==> config.mk <==
export PLATFORM = sky130hd
export DESIGN_NAME = htc_timer
export DESIGN_NICKNAME = d
export VERILOG_FILES = /design/src/hw/htc_pkg.sv /design/src/hw/htc_sync.sv /design/src/hw/htc_timer.sv
export SDC_FILE = /design/constraint.sdc
export NUM_CORES = 1
export LEC_CHECK = 0
export BUFFER_PORTS_ARGS = -buffer_cell sky130_fd_sc_hd__buf_4
export CORE_MARGIN = 4
export CORE_UTILIZATION = 40
export DETAILED_ROUTE_END_ITERATION = 10
export HOLD_SLACK_MARGIN = 0.08
export MAX_ROUTING_LAYER = met4
export PLACE_DENSITY = 0.61
export SYNTH_ARGS = -nofsm -noshare
export SYNTH_HDL_FRONTEND = slang
export SYNTH_SLANG_ARGS = --single-unit
==> constraint.sdc <==
create_clock -name mclk_in -period 2.8 [get_ports mclk_in]
set_input_delay 0.28 -clock mclk_in [delete_from_list [all_inputs] [get_ports mclk_in]]
set_output_delay 0.28 -clock mclk_in [all_outputs]
set_load 0.1 [all_outputs]
==> src/hw/htc_pkg.sv <==
// Purpose: Shared constants and types for the hardened 16-bit timer/counter.
// Assumes: APB slave with 32-bit data, one register per aligned word.
// Notes:   Every offset, field position and count lives here, with the reset values of ctrl, prescale, top and compare.
package htc_pkg;
   // ----------------------------------------------------------------
   // Register byte offsets.
   // ----------------------------------------------------------------
   localparam logic [7:0] ADDR_CTRL = 8'h00;     // Mode, enables, clock select.
   localparam logic [7:0] ADDR_PRESCALE = 8'h04; // Prescaler divide value.
   localparam logic [7:0] ADDR_TOP = 8'h08;      // Reload / period value.
   localparam logic [7:0] ADDR_COMPARE = 8'h0c;  // Output compare value.
   localparam logic [7:0] ADDR_COUNT = 8'h10;    // Live count, read only.
   localparam logic [7:0] ADDR_CAPTURE = 8'h14;  // Captured count, read only.
   localparam logic [7:0] ADDR_IRQ_STATUS = 8'h18; // Sticky events, read only.
   localparam logic [7:0] ADDR_IRQ_ENABLE = 8'h1c; // Event enables.
   localparam logic [7:0] ADDR_IRQ_CLEAR = 8'h20;  // Write one to clear.
   // ----------------------------------------------------------------
   // Control register fields.
   // ----------------------------------------------------------------
   localparam int CTRL_MODE_LSB = 0;   // Two bits of mode.
   localparam int CTRL_RUN_BIT = 2;    // Counter runs when set.
   localparam int CTRL_CAPEN_BIT = 3;  // Input capture enabled.
   localparam int CTRL_CLKSEL_BIT = 4; // 0: system clock, 1: counter clock pin.
   localparam int CTRL_DIR_BIT = 5;    // 0: up, 1: down (non-PWM modes).
   localparam int CTRL_BUSEN_BIT = 6;  // Bus interrupt control in effect.
   localparam int CTRL_RSTEN_BIT = 7;  // Direct reset pin enabled.
   localparam int CTRL_WIDTH = 8;
   // Preloaded settings: watchdog mode, running, reset pin enabled.
   localparam logic [7:0] CTRL_RESET = 8'h84;
   localparam logic [15:0] PRESCALE_RESET = 16'h0000;
   localparam logic [15:0] TOP_RESET = 16'hffff;
   localparam logic [15:0] COMPARE_RESET = 16'h8000;
   localparam logic [15:0] COUNT_MAX = 16'hffff;
   // ----------------------------------------------------------------
   // Interrupt event bit positions.
   // ----------------------------------------------------------------
   localparam int EV_OVF = 0;
   localparam int EV_CMP = 1;
   localparam int EV_CAP = 2;
   localparam int EV_NUM = 3;
   // ----------------------------------------------------------------
   // Modes, one-hot.
   // ----------------------------------------------------------------
   typedef enum logic [3:0] {
      HTC_WDOG = 4'h1,
      HTC_CTC = 4'h2,
      HTC_FPWM = 4'h4,
      HTC_PFC = 4'h8
   } htc_mode_t;
   // Software settings carried together.
   // The first member is the most significant, so the order runs from bit 7 down to
   // bit 0 and matches the field positions above.
   typedef struct packed {
      logic rst_en;
      logic bus_irq;
      logic dir_down;
      logic clk_sel;
      logic cap_en;
      logic run;
      logic [1:0] mode;
   } htc_ctrl_t;
   // Events raised by the counter core and input capture in one cycle.
   typedef struct packed {
      logic cap;
      logic cmp;
      logic ovf;
   } htc_evt_t;
endpackage : htc_pkg

==> src/hw/htc_sync.sv <==
// Purpose: Two-flop synchroniser for inputs from outside the clock domain.
// Assumes: Input may change at any time relative to mclk_in.
// Notes:   The first stage feeds only the second stage.
`timescale 1ns/10ps
`default_nettype none
module htc_sync (
   // Clock, reset and enable.
   input wire logic mclk_in,
   input wire logic rst_in,
   input wire logic ce_in,
   // Data.
   input wire logic d_in,
   output logic q_out
);
   // ----------------------------------------------------------------
   // Synchroniser stages.
   // ----------------------------------------------------------------
   logic meta; // First stage, may go metastable; read only by q_out.
   // Two stages give a full cycle for metastability to settle.
   always_ff @(posedge mclk_in) begin
      if (rst_in) begin
         meta <= 1'b0;
         q_out <= 1'b0;
      end else if (ce_in) begin
         meta <= d_in;
         q_out <= meta;
      end
   end
endmodule // htc_sync
`default_nettype wire

==> src/hw/htc_timer.sv <==
// Purpose: Hardened 16-bit up/down timer/counter with compare, PWM, capture.
// Assumes: APB slave on mclk_in; the counter clock pin is slow against mclk_in.
// Notes:   Runs stand-alone from preloaded settings when the bus is idle.
//
// The placing of the registers and the APB slave port were chosen for this implementation.
`timescale 1ns/10ps
`default_nettype none
module htc_timer (
   // Clock, reset and enable.
   input wire logic mclk_in,
   input wire logic rst_in,
   input wire logic ce_in,
   // APB slave.
   input wire logic psel_in,
   input wire logic penable_in,
   input wire logic pwrite_in,
   input wire logic [7:0] paddr_in,
   input wire logic [31:0] pwdata_in,
   output logic [31:0] prdata_out,
   output logic pready_out,
   output logic pslverr_out,
   // Asynchronous pins.
   input wire logic counter_clock_in,
   input wire logic direct_reset_n_in,
   input wire logic capture_trigger_in,
   // Outputs.
   output logic waveform_out,
   output logic irq_out,
   output logic wake_irq_out,
   output logic [15:0] count_value_out
);
   // ----------------------------------------------------------------
   // Pin synchronisers.
   // ----------------------------------------------------------------
   logic clk_pin_s; // Counter clock pin after two flops.
   logic rstn_s;    // Direct reset pin after two flops.
   logic cap_s;     // Capture trigger after two flops.
   htc_sync u_sync_clk (.mclk_in(mclk_in), .rst_in(rst_in), .ce_in(ce_in),
      .d_in(counter_clock_in), .q_out(clk_pin_s));
   htc_sync u_sync_rst (.mclk_in(mclk_in), .rst_in(rst_in), .ce_in(ce_in),
      .d_in(direct_reset_n_in), .q_out(rstn_s));
   htc_sync u_sync_cap (.mclk_in(mclk_in), .rst_in(rst_in), .ce_in(ce_in),
      .d_in(capture_trigger_in), .q_out(cap_s));
   // ----------------------------------------------------------------
   // Register state.
   // ----------------------------------------------------------------
   htc_pkg::htc_ctrl_t ctrl; // Mode and enables.
   logic [15:0] prescale;    // Ticks every prescale+1 source edges.
   logic [15:0] top;         // Period / reload value.
   logic [15:0] compare;     // Live compare value.
   logic [15:0] top_buf;     // Software copy, loaded at period end in PWM.
   logic [15:0] compare_buf; // Software copy, loaded at period end in PWM.
   logic [15:0] count;       // The counter itself.
   logic [15:0] capture_value_reg; // Last captured count.
   logic [2:0] irq_status;   // Sticky events.
   logic [2:0] irq_enable;   // Event enables.
   logic dir_dn;             // Current direction in phase-correct mode.
   logic soft_rst;           // Direct reset pin acting this cycle.
   htc_pkg::htc_mode_t mode; // Decoded one-hot mode.
   // A write that completes this cycle.
   logic wr_go;
   assign wr_go = psel_in & penable_in & pwrite_in;
   // The reset pin only acts while its enable is set.
   assign soft_rst = ctrl.rst_en & ~rstn_s;
   // Decode the two mode bits into the one-hot mode.
   always_comb begin
      case (ctrl.mode)
         2'd0: mode = htc_pkg::HTC_WDOG;
         2'd1: mode = htc_pkg::HTC_CTC;
         2'd2: mode = htc_pkg::HTC_FPWM;
         2'd3: mode = htc_pkg::HTC_PFC;
         default: mode = htc_pkg::HTC_WDOG;
      endcase
   end
   // ----------------------------------------------------------------
   // Control registers, preloaded so the block runs without the bus.
   // ----------------------------------------------------------------
   always_ff @(posedge mclk_in) begin
      if (rst_in) begin
         ctrl <= htc_pkg::CTRL_RESET;
         prescale <= htc_pkg::PRESCALE_RESET;
         top_buf <= htc_pkg::TOP_RESET;
         compare_buf <= htc_pkg::COMPARE_RESET;
         irq_enable <= 3'h0;
      end else if (ce_in && wr_go) begin
         // Register writes take effect in the access phase.
         case (paddr_in)
            htc_pkg::ADDR_CTRL: ctrl <= pwdata_in[htc_pkg::CTRL_WIDTH-1:0];
            htc_pkg::ADDR_PRESCALE: prescale <= pwdata_in[15:0];
            htc_pkg::ADDR_TOP: top_buf <= pwdata_in[15:0];
            htc_pkg::ADDR_COMPARE: compare_buf <= pwdata_in[15:0];
            htc_pkg::ADDR_IRQ_ENABLE: irq_enable <= pwdata_in[2:0];
            default: ;
         endcase
      end
   end
   // ----------------------------------------------------------------
   // Clock source selection and prescaler.
   // ----------------------------------------------------------------
   logic clk_pin_d;  // Previous pin level for edge detection.
   logic [15:0] pre_cnt;
   logic src_edge;   // One source event.
   logic tick;       // One prescaled count event.
   assign src_edge = ctrl.clk_sel ? (clk_pin_s & ~clk_pin_d) : 1'b1;
   // A divide value lowered below the running count ends the cycle at once.
   // Otherwise the prescaler would wrap through all 65536 states first.
   assign tick = ctrl.run & src_edge & (pre_cnt >= prescale);
   // Prescaler divides source events by prescale+1.
   always_ff @(posedge mclk_in) begin
      if (rst_in || soft_rst) begin
         pre_cnt <= 16'h0000;
         clk_pin_d <= 1'b0;
      end else if (ce_in) begin
         clk_pin_d <= clk_pin_s;
         if (ctrl.run && src_edge) begin
            pre_cnt <= (pre_cnt >= prescale) ? 16'h0000 : pre_cnt + 16'h0001;
         end
      end
   end
   // ----------------------------------------------------------------
   // Counter core.
   // ----------------------------------------------------------------
   logic pwm_mode;
   logic at_end;     // Count at the period end in the current direction.
   logic next_ovf;
   logic next_cmp;
   assign pwm_mode = (mode == htc_pkg::HTC_FPWM) || (mode == htc_pkg::HTC_PFC);
   // Decide period end and events for the tick.
   always_comb begin
      at_end = 1'b0;
      next_ovf = 1'b0;
      next_cmp = tick & (count == compare);
      case (mode)
         htc_pkg::HTC_WDOG: begin
            at_end = ctrl.dir_down ? (count == 16'h0000) : (count == htc_pkg::COUNT_MAX);
            next_ovf = tick & at_end;
         end
         htc_pkg::HTC_CTC: begin
            at_end = ctrl.dir_down ? (count == 16'h0000) : (count == compare);
            next_ovf = tick & (count == htc_pkg::COUNT_MAX);
         end
         htc_pkg::HTC_FPWM: begin
            at_end = (count == top);
            next_ovf = tick & at_end;
         end
         htc_pkg::HTC_PFC: begin
            at_end = (count == 16'h0000) & dir_dn;
            next_ovf = tick & at_end;
         end
         default: begin
            at_end = 1'b0;
         end
      endcase
   end
   // Count register: reload in the proper direction at the end.
   always_ff @(posedge mclk_in) begin
      if (rst_in || soft_rst) begin
         count <= 16'h0000;
         dir_dn <= 1'b0;
         top <= htc_pkg::TOP_RESET;
         compare <= htc_pkg::COMPARE_RESET;
      end else if (ce_in) begin
         // Outside PWM the buffers act at once; in PWM only at period end.
         if (!pwm_mode || (tick && at_end)) begin
            top <= top_buf;
            compare <= compare_buf;
         end
         if (tick) begin
            case (mode)
               htc_pkg::HTC_PFC: begin
                  // Up to top, back down to zero, then reload.
                  if (!dir_dn && count >= top) begin
                     dir_dn <= 1'b1;
                     count <= count - 16'h0001;
                  end else if (dir_dn && count == 16'h0000) begin
                     dir_dn <= 1'b0;
                     count <= 16'h0001;
                  end else begin
                     count <= dir_dn ? count - 16'h0001 : count + 16'h0001;
                  end
               end
               htc_pkg::HTC_FPWM: begin
                  count <= at_end ? 16'h0000 : count + 16'h0001;
               end
               default: begin
                  // Watchdog and clear-on-match may count either way.
                  if (ctrl.dir_down) begin
                     count <= at_end ? (mode == htc_pkg::HTC_CTC ? compare : htc_pkg::COUNT_MAX)
                        : count - 16'h0001;
                  end else begin
                     count <= at_end ? 16'h0000 : count + 16'h0001;
                  end
               end
            endcase
         end
      end
   end
   // ----------------------------------------------------------------
   // Input capture.
   // ----------------------------------------------------------------
   logic cap_d;      // Previous synchronised level.
   logic cap_evt;
   assign cap_evt = cap_s & ~cap_d & ctrl.cap_en & ~pwm_mode;
   // A newer edge always overwrites, pending or not.
   always_ff @(posedge mclk_in) begin
      if (rst_in) begin
         cap_d <= 1'b0;
         capture_value_reg <= 16'h0000;
      end else if (ce_in) begin
         cap_d <= cap_s;
         if (cap_evt) begin
            capture_value_reg <= count;
         end
      end
   end
   // ----------------------------------------------------------------
   // Waveform output.
   // ----------------------------------------------------------------
   // Registered from the count so there are no glitches.
   always_ff @(posedge mclk_in) begin
      if (rst_in || soft_rst) begin
         waveform_out <= 1'b0;
      end else if (ce_in) begin
         if (pwm_mode) begin
            waveform_out <= (count < compare);
         end else if (next_cmp) begin
            waveform_out <= ~waveform_out;
         end
      end
   end
   // ----------------------------------------------------------------
   // Interrupts: sticky status, set wins over clear.
   // ----------------------------------------------------------------
   htc_pkg::htc_evt_t evt;
   logic [2:0] clr;
   logic [2:0] ovf_pulse; // Overflow flag for stand-alone use.
   assign evt = '{cap: cap_evt, cmp: next_cmp, ovf: next_ovf};
   assign clr = (wr_go && paddr_in == htc_pkg::ADDR_IRQ_CLEAR) ? pwdata_in[2:0] : 3'h0;
   always_ff @(posedge mclk_in) begin
      if (rst_in) begin
         irq_status <= 3'h0;
      end else if (ce_in) begin
         irq_status <= (irq_status & ~clr) | evt;
      end
   end
   assign ovf_pulse = {2'b00, next_ovf};
   // Static and wake-up lines, both registered.
   always_ff @(posedge mclk_in) begin
      if (rst_in) begin
         irq_out <= 1'b0;
         wake_irq_out <= 1'b0;
      end else if (ce_in) begin
         if (ctrl.bus_irq) begin
            irq_out <= |(irq_status & irq_enable);
         end else begin
            irq_out <= ovf_pulse[htc_pkg::EV_OVF];
         end
         wake_irq_out <= |(irq_status & irq_enable) | ovf_pulse[htc_pkg::EV_OVF];
      end
   end
   // ----------------------------------------------------------------
   // APB read path, zero wait states.
   // ----------------------------------------------------------------
   always_ff @(posedge mclk_in) begin
      if (rst_in) begin
         prdata_out <= 32'h00000000;
         pready_out <= 1'b0;
         pslverr_out <= 1'b0;
         count_value_out <= 16'h0000;
      end else if (ce_in) begin
         count_value_out <= count;
         // Ready in the access phase's first cycle.
         pready_out <= psel_in & ~penable_in;
         pslverr_out <= 1'b0;
         if (psel_in && !penable_in) begin
            case (paddr_in)
               htc_pkg::ADDR_CTRL: prdata_out <= {24'h000000, ctrl};
               htc_pkg::ADDR_PRESCALE: prdata_out <= {16'h0000, prescale};
               htc_pkg::ADDR_TOP: prdata_out <= {16'h0000, top_buf};
               htc_pkg::ADDR_COMPARE: prdata_out <= {16'h0000, compare_buf};
               htc_pkg::ADDR_COUNT: prdata_out <= {16'h0000, count};
               htc_pkg::ADDR_CAPTURE: prdata_out <= {16'h0000, capture_value_reg};
               htc_pkg::ADDR_IRQ_STATUS: prdata_out <= {29'h00000000, irq_status};
               htc_pkg::ADDR_IRQ_ENABLE: prdata_out <= {29'h00000000, irq_enable};
               htc_pkg::ADDR_IRQ_CLEAR: prdata_out <= 32'h00000000;
               default: begin
                  prdata_out <= 32'h00000000;
                  pslverr_out <= 1'b1;
               end
            endcase
         end
      end
   end
endmodule // htc_timer
`default_nettype wire

# [Word-level counts from Yosys, hierarchy flattened]
# Cells that the tools add are included.
[totals] reg_bits=204 latch_bits=0 ram_bits=0 romBits=0 inputBits=49 out_inout_bits=53 elab_cells=140 memories=0
[op_classes] n_addsub=3 multipliers=0 div=0 magnitude_cmp=3 n_eq_ne=18 n_shift=0 n_mux=24 bitwise_logic=27 reduce_logical=32
[op_table] op="$mux 16" count=8
[op_table] op="$pmux 16 s8" count=1
[op_table] op="$add 16x1->16 const B" count=2
[op_table] op="$eq 16x16->1" count=2
[op_table] op="$eq 8x5->1 const B" count=4
[op_table] op="$ge 16x16->1" count=2
[op_table] op="$pmux 16 s2" count=1
[op_table] op="$reduce_and 2->1" count=11
[op_table] op="$and 1x1->1" count=16
[op_table] op="$eq 16x16->1 const B" count=1
[op_table] op="$eq 8x4->1 const B" count=2
[op_table] op="$logic_not 16->1" count=1
[op_table] op="$lt 16x16->1" count=1
[op_table] op="$pmux 4 s4" count=1
[op_table] op="$sub 16x1->16 const B" count=1
[op_table] op="$mux 1" count=10
[op_table] op="$reduce_or 9->1" count=1
[op_table] op="$eq 8x3->1 const B" count=1
[op_table] op="$eq 8x6->1 const B" count=1
[op_table] op="$logic_not 8->1" count=1
[op_table] op="$pmux 1 s4" count=2
[op_table] op="$logic_and 1x1->1" count=7
[op_table] op="$and 3x3->3" count=2
[op_table] op="$not 1->1" count=6
[op_table] op="16 further kinds" count=22

# [Logic depth before layout (Yosys ltp)]
# Gate-level depths: netlist of the first run.
[depth] word_depth=8 ltp_mapped=12 depth_no_buf=10

# [Modules after synthesis]
# From an unflattened synthesis of the first run, not the netlist that was laid out.
[unflattened] hier_cells=1259 hier_area_um2=10251.1
[modules_own_cells] module="htc_timer" n_inst=1 cells_per_inst=1241 area_per_inst_um2=10048.4 seq_area_each_um2=3643.5
[modules_own_cells] module="htc_sync" n_inst=3 cells_per_inst=6 area_per_inst_um2=67.6 seq_area_each_um2=40.0

# [Least setup slack after synthesis of the first run]
# Ideal clock, no wire load.
[synth_path] kind="reg2reg" startpoint="register count[0]" endpoint="register top[10]" setup_ps=147 arrival_ps=2769 required_ps=2653 path_slack_ps=-116 path_stages_with_launch=12 n_path_buf=2 period_less_slack_ps=2916 cell_sequence="dfxtp_1 -> clkbuf_1 -> inv_1 -> ha_1 -> nand4_1 -> nor4_1 -> nor3b_1 -> a31oi_1 -> and3_4 -> o31ai_4 -> buf_6 -> o211ai_2"
[synth_via] elab_chain_cells=6 elab_cells_between_ends=11 cone_classes="3 x eq/ne; 3 x mux; 1 x bitwise; 4 x reduce/logical"
[synth_lines] element="start: declaration" line_no="htc_timer.sv:53" source="logic [15:0] count;"
[synth_lines] element="start signal: assignment" line_no="htc_timer.sv:174" source="count <= count - 16'h0001;"
[synth_lines] element="start signal: assignment" line_no="htc_timer.sv:179" source="count <= dir_dn ? count - 16'h0001 : count + 16'h0001;"
[synth_lines] element="start signal: assignment" line_no="htc_timer.sv:183" source="count <= at_end ? 16'h0000 : count + 16'h0001;"
[synth_lines] element="$eq 16x16->1, or another cell as far along" line_no="htc_timer.sv:139" source="at_end = ctrl.dir_down ? (count == 16'h0000) : (count == compare);"
[synth_lines] element="$mux 1, or another cell as far along" line_no="htc_timer.sv:139"
[synth_lines] element="$pmux 1 s4 *" line_no="htc_timer.sv:133" source="case (mode)"
[synth_lines] element="$logic_and 1x1->1 *" line_no="htc_timer.sv:164" source="if (!pwm_mode || (tick && at_end)) begin"
[synth_lines] element="$logic_or 1x1->1 *" line_no="htc_timer.sv:164"
[synth_lines] element="$reduce_and 2->1 (no source line) *"
[synth_lines] element="end signal: assignment" line_no="htc_timer.sv:160" source="top <= htc_pkg::TOP_RESET;"
[synth_lines] element="end signal: assignment" line_no="htc_timer.sv:165" source="top <= top_buf;"
[synth_lines] element="end: declaration" line_no="htc_timer.sv:49" source="logic [15:0] top;"
# Every way passes the cells marked *; elsewhere a longest branch is shown, timed or not.
# A chain may end at the register's enable or synchronous reset.

# [Worst setup path in the final report of the first run]
[layout_path] startpoint="register count[12]" endpoint="register top[4]"
# Same word-level chain as after synthesis.

==> impl_summary.txt, run 1 <==
----------------------------------------------------
[Worst hold path]
  Worst hold path type ... in2reg

[Drt]
  Number of iterations in the first detailed-routing pass ... 7
  DRT iter0 DRCs ... 988
  Wire length reported by the detailed router ... 31.91 mm
  Post-route antenna net violation count ... 0
  Total number of vias ... 9,613
  DR vias/cell ... 5.648
  Residual DRC count ... 0
  Routed len/inst ... 18.75 µm

[Global routing]
  Largest net degree at the start of global routing ... 57
  Antenna violations before repair ... 0
  Number of global-route vias before repair ... 8,922
  GRT Util Overall ... 0.2298
  GRT overflow ... 0
  First-pass GRT wire length ... 50.12 mm

[Clocking]
  Number of levels in the clock H-tree ... 4
  Number of buffers added by the clock tree synthesis step ... 17
  Clock latency at the later pin of the worst-skew pair ... 430 ps
  Root buffer cell ... clkbuf_16
  Clock-pin transition on the worst setup and hold timing paths ... 70 ps
  Max clock buf depth ... 2
  TritonCTS clock tree ... done
  Clk sink count ... 188

[Logic synthesis]
  Sequential share of the synthesized area ... 0.3738
  List of most frequent post-synthesis cells ... nand2_1 (216), dfxtp_1 (188), a21oi_1 (101)
  Count of cell types in the netlist ... 69
  Ys flop type ... dfxtp_1
  Count of mapped cells out of synthesis ... 1,259
  Cell type with the largest total area after synthesis ... dfxtp_1
  Average size of a mapped cell ... 7.997 µm²
  Async set or reset register ratio after synthesis ... 0
  Cell with the most instances after synthesis ... nand2_1
  Number of register bits inferred by synthesis ... 188
  Synth top area share ... 0.3738
  Synth warnings ... 0
  Cell area after technology mapping ... 10,070 µm²
  Count of flip-flops with a built-in enable after synthesis ... 0
  Dominant cells by area after synthesis ... dfxtp_1 (37%), nand2_1 (8.1%), ha_1 (6.3%)

[Critical path]
  Slowest stage delay, CP ... 430 ps
  Critical path arrival ... 3050 ps
  Most repeated library cell on the critical path ... buf_4
  Worst setup path category ... reg2reg
  Largest fanout of any net on the critical path ... 20
  Required time at the endpoint of the critical path ... 3150 ps
  CP endpoint kind ... register
  Cell at the slowest stage of the critical path ... or4_4
  Worst path cell trace ... buf_4 > or4_4 > nor3_4 > nor3b_4 > a32oi_1 > and3_4 > o31ai_4 > buf_12 > buf_4 > nand2_1 > o211ai_1
  Type of origin of the critical path ... register
  Top delay family on crit path ... simple AND/OR/NAND/NOR gates
  Count of buffer and inverter cells on the critical path ... 3

[Finish]
  Area of the multi-input gates ... 5744 µm²
  Number of nets in the final layout ... 1,466
  Sequential cell area ... 3772 µm²
  Final design utilization ... 0.4935
  Total inserted antenna cells ... 0
  Layout cell share with drive strength beyond 1 ... 0.1814
  Post-route non-filler standard cell count ... 1,702
  P&R area growth vs syn ... 20.26%
  Total of fill cells in the finished design ... 2,390

[Power and ir drop]
  Power per cell area ... 471.3 nW/µm²
  Sum of internal, switching and leakage power ... 5.707 mW
  Peak supply drop ... 447.5 µV
  Total leakage power ... 4.857 nW

[Floorplanning]
  Horizontal die dimension ... 166.7 µm
  Core Footprint ... 24,530 µm²
  Std cell rows ... 57
  Overall die height ... 166.7 µm
  IO Pins ... 102
  Die Outline Area ... 27,770 µm²
  Starting Density ... 0.4104

[STA]
  Unrepaired setup endpoints after global routing ... yes
  Highest achievable clock rate ... 369.4 MHz
  Slew of the pin with the lowest slew margin ... 830.6 ps
  Pins over their slew limit ... 0
  Sum of negative setup slack ... 0 ps
  Final hold violation count ... 0
  Setup violations, final ... 0
  Final WS setup ... 92.80 ps
  Share of the cycle needed by the critical path after routing ... 0.9669
  Final critical path time including I/O delays and setup ... 2707 ps
  Worst max-slew margin expressed relative to the limit ... 0.4462
  Setup clock skew after layout ... 11.41 ps

[Run]
  Number of max-cap violations ... 0

[Place]
  Number of port buffers ... 69
  Detailed placement HPWL ... 24.02 mm
  Worst slack, placed ... -65.32 ps
  Inst Count DP ... 1,665
  RD Place Congestion ... 0.9545

[Status]
  Status ... complete, no violations

----------------------------------------------------
-- per-stage QoR --
| step | hold WS (ps) | instance area, µm² |
|---|---|---|
| 2_1_floorplan | 400.8 | 10140 |
| 3_3_place_gp | 441.3 | 11390 |
| 3_5_place_dp | 446.9 | 11390 |
| 4_1_cts | 80.22 | 12000 |
| 5_1_grt | 80.65 | 12110 |
| 6_report | 90.14 | 12110 |
-- layout by cell type, fill, tap and decap left out, types with 20 or more instances in the layout --
master | synthesis | final
inv_1 | 60 | 60
nand2_1 | 216 | 216
nand3b_1 | 21 | 21
o21ai_0 | 64 | 63
mux2i_1 | 29 | 29
a21oi_1 | 101 | 100
ha_1 | 51 | 50
xnor2_1 | 22 | 22
buf_4 | 17 | 164
a222oi_1 | 22 | 22
nor2_1 | 97 | 95
nand3_1 | 53 | 51
nand4_1 | 20 | 20
dfxtp_1 | 188 | 183
-- layout make-up --
cell class,instances,area share
well taps,324,0.03348
inverters,61,0.01891
repair buffers,172,0.1125
multi-input cells,926,0.4744
flip-flops and latches,188,0.3116
clock inverters,13,0.01281
clock buffers,18,0.03627
-- cell families (layout without fill, tap and decap cells) --
kind of cell	after synthesis	after routing	synth area share
adders and majority gates	51	51	0.06338
xor gates and xnor gates	37	37	0.03219
muxes	32	32	0.03219
DFF	188	188	0.3738
other	1	16	0.0003725
buffers and inverters	160	264	0.07245
and+or+nand+nor	487	487	0.2248
AOI/OAI and AO/OA	303	303	0.2008
-- report_power, final --
part	internal, mW	total, mW	switching [mW]
sequential	2.69	2.71	0.0158
combinational	0.144	0.539	0.395
clock	1.29	2.46	1.17
-- what timing repair did --
action | CTS | global route
pin swaps | 1 | 7
buffers inserted | 0 | 4
hold endpoints to repair | 2 | 0
endpoints found under the setup margin | 6 | 40
hold buffers | 2 | 0
gates resized for setup | 2 | 21
-- worst reg2reg max path: cells and delay by family (launching register included) --
family                 cells  cell delay, ps
and+or+nand+nor            5            1190
buffers and inverters      3             550
AOI/OAI and AO/OA          3             510
DFF                        1             380
-- metal layers --
metal  track usage  part of all wire  vias up
li1              -                 -     4652
met1        0.3083              0.46     4561
met2        0.3657              0.47      347
met3       0.03176             0.053       53
met4       0.06403             0.025        0
met5             -                 0        -
-- path summary, 6_finish.rpt --
path	from	end	slack [ps]	cells after the start
worst min-delay path	pwdata_in[8]	top_buf[8]	90	3
worst max register to register	count[12]	top[4]	90	11
worst min register to register	capture_value_reg[15]	capture_value_reg[15]	460	2
worst max-delay path	count[12]	top[4]	90	11
(Power assumes the default switching activity.)
==> run 2, diff against run 1 <==
ABC_AREA = 1   (was default)
==> run 2 against run 1 <==
Sequential cell count is the same; sequential power hardly changed; first-iteration DRC count grew 12%; maximum frequency is 5.4% higher; die area is 8.6% higher; routed wire length rose by 14%; utilization down 2.6 points; worst setup slack gained 140 ps; worst hold slack improved by 17 ps; register-to-register slack improved by 140 ps; sequential share of layout area fell by 1.3 points; final cell count up 23%; critical endpoint is now compare[2].
==> impl_summary.txt, run 2 <==
----------------------------------------------------
[Global routing]
  Number of global-route vias before repair ... 10,533
  GRT overflow ... 0
  Largest net degree at the start of global routing ... 99
  Antenna violations before repair ... 0
  GRT Util Overall ... 0.2438
  First-pass GRT wire length ... 57.33 mm

[Clocking]
  Clock-pin transition on the worst setup and hold timing paths ... 80 ps
  Total of hold buffers inserted after clock tree synthesis ... 16
  TritonCTS clock tree ... done
  Number of levels in the clock H-tree ... 4
  Number of buffers added by the clock tree synthesis step ... 17
  Post-CTS Resized ... 0
  Clk sink count ... 188
  Clock latency at the later pin of the worst-skew pair ... 450 ps
  Max clock buf depth ... 2
  Root buffer cell ... clkbuf_16
  Number of post-CTS setup repair buffers ... 0

[Drt]
  Wire length reported by the detailed router ... 36.34 mm
  Residual DRC count ... 0
  DR vias/cell ... 5.337
  Routed len/inst ... 17.39 µm
  Post-route antenna net violation count ... 0
  DRT iter0 DRCs ... 1,107
  Number of iterations in the first detailed-routing pass ... 8
  Total number of vias ... 11,154

[Critical path]
  Slowest stage delay, CP ... 330 ps
  Worst path cell trace ... inv_1 > ha_1 > nand3_2 > nor2_2 > nand3_2 > o21ai_1 > inv_1 > nand3_1 > nand2_1 > nand2_2 > inv_1 > nor2_1 > nor2_1
  Cell at the slowest stage of the critical path ... ha_1
  Largest fanout of any net on the critical path ... 16
  Required time at the endpoint of the critical path ... 3130 ps
  CP endpoint kind ... register
  Critical path arrival ... 2900 ps
  Type of origin of the critical path ... register
  Worst setup path category ... reg2reg
  Most repeated library cell on the critical path ... inv_1

[Logic synthesis]
  Sequential share of the synthesized area ... 0.3429
  Dominant cells by area after synthesis ... dfxtp_1 (34%), nand2_1 (14%), o21ai_0 (7.5%)
  Count of cell types in the netlist ... 44
  Ys flop type ... dfxtp_1
  Cell type with the largest total area after synthesis ... dfxtp_1
  Synth warnings ... 0
  Average size of a mapped cell ... 6.613 µm²
  Number of register bits inferred by synthesis ... 188
  Synth top area share ... 0.3429
  Async set or reset register ratio after synthesis ... 0
  List of most frequent post-synthesis cells ... nand2_1 (401), nor2_1 (192), dfxtp_1 (188)
  Count of flip-flops with a built-in enable after synthesis ... 0
  Count of mapped cells out of synthesis ... 1,660
  Cell with the most instances after synthesis ... nand2_1
  Cell area after technology mapping ... 10,980 µm²

[Finish]
  Layout cell share with drive strength beyond 1 ... 0.1098
  Commonest non-fill, non-tap cell in the layout ... nand2_1
  Sequential cell area ... 3764 µm²
  Area of the multi-input gates ... 6215 µm²
  Top library cells by usage in the layout, fill and taps aside ... nand2_1 (401), nor2_1 (192), dfxtp_1 (188), o21ai_0 (164), a21oi_1 (160)
  Total inserted antenna cells ... 0
  Number of nets in the final layout ... 1,837
  Total of fill cells in the finished design ... 2,769
  P&R area growth vs syn ... 14.85%

[Power and ir drop]
  Sequential Power Share ... 0.471
  Internal Pwr Total ... 4.111 mW
  Switching power share of the total ... 0.2896
  Total leakage power ... 5.617 nW
  Power per cell area ... 459.0 nW/µm²
  Peak supply drop ... 431.2 µV
  Sum of internal, switching and leakage power ... 5.786 mW
  Share of power burned in combinational logic ... 0.115
  Clock group share of total power ... 0.414
  Switching power total ... 1.676 mW

[Run]
  Number of max-cap violations ... 0

[STA]
  Pins over their slew limit ... 0
  Worst max-slew margin expressed relative to the limit ... 0.4120
  Share of the cycle needed by the critical path after routing ... 0.9170
  Setup violations, final ... 0
  Final hold violation count ... 0
  Highest achievable clock rate ... 389.5 MHz
  Unrepaired setup endpoints after global routing ... no
  Slew of the pin with the lowest slew margin ... 882.0 ps
  Final critical path time including I/O delays and setup ... 2568 ps
  Sum of negative setup slack ... 0 ps
  Setup clock skew after layout ... 22.63 ps

[Floorplanning]
  Starting Density ... 0.4073
  Overall die height ... 173.7 µm
  Die Outline Area ... 30,160 µm²
  Std cell rows ... 60
  Core Footprint ... 26,950 µm²
  IO Pins ... 102
  Horizontal die dimension ... 173.7 µm

[Place]
  Number of port buffers ... 69
  Detailed placement HPWL ... 27.34 mm
  RD Place Congestion ... 0.9413

[Status]
  Status ... complete, no violations

[Worst hold path]
  Worst hold path type ... in2reg

----------------------------------------------------
## run 2: cell count changes after synthesis, moves of 18 or more
cell      delta
mux2i_1     -29
a222oi_1    -22
nand2_1    +185
inv_1       +79
xnor2_1     -20
nand3_1     +42
nor2_1      +95
o21ai_0    +100
a21oi_1     +59
o31ai_1     -18
## run 2: cell families (layout without fill, tap and decap cells)
logic type      count (synthesis)  in the layout  share of synthesized area
fa+ha+maj                      51             51                    0.05813
compound gates                368            368                     0.1770
simple gates                  783            783                     0.3061
other cells                     1             16                  0.0003416
flops                         188            188                     0.3429
buf+inv                       245            319                    0.09643
xor+xnor                       24             24                    0.01915
## run 2: worst paths after layout
kind / from / end / slack (ps) / depth (start not counted)
worst max-delay path: count[0] / compare[2] / 230 / 13
worst min-delay path: pwdata_in[10] / compare_buf[10] / 110 / 3
worst min register to register: capture_value_reg[15] / capture_value_reg[15] / 460 / 2
worst max register to register: count[0] / compare[2] / 230 / 13
## run 2: final cells by class
cell class	count	area share
Sequential cell	188	0.2985
Clock inverter	13	0.009329
Tap cell	341	0.03384
Inverter	149	0.04436
Multi-Input combinational cell	1242	0.4930
Clock buffer	18	0.03404
Timing Repair Buffer	139	0.08694
## run 2: worst max-delay path, delay by kind of cell (launching register included)
kind / cells / cell delay [ps]
AO/OA/AOI/OAI: 1 / 150
flip-flops: 1 / 320
adder cells (fa/ha/maj): 1 / 330
buffers and inverters: 3 / 560
AND/OR/NAND/NOR: 8 / 1100
## run 2: power by group through the flow
| stage | clock network [mW] | logic [mW] | registers [mW] |
|---|---|---|---|
| global placement | 0 | 0.639 | 2.79 |
| detailed placement | 0 | 0.642 | 2.79 |
| floorplan | 0 | 0.396 | 2.88 |
| CTS | 2.42 | 0.662 | 2.73 |
| global route | 2.53 | 0.721 | 2.73 |
| finish | 2.40 | 0.665 | 2.73 |
## run 2: per-stage QoR
step / setup slack [ps] / instance area (µm²) / hold slack [ps] / instances / utilization
after floorplan: 669.0 / 11030 / 406.3 / 1675 / -
after detailed placement: 301.8 / 11900 / 449.0 / 2043 / 0.4416
after CTS: 284.5 / 12610 / 88.24 / 2090 / 0.4678
after global routing: 3.266 / 12610 / 125.0 / 2090 / 0.4678
after global placement: 361.9 / 11900 / 446.4 / 2043 / 0.4416
final: 232.4 / 12610 / 107.5 / 2090 / 0.4678
## run 2: layer usage
metal  part of all wire  up-vias  global-route usage
met3              0.056       58             0.03882
met4              0.033        0             0.09172
li1                   -     5592                   -
met5                  0        -                   -
met1               0.46     5151              0.3200
met2               0.45      353              0.3805
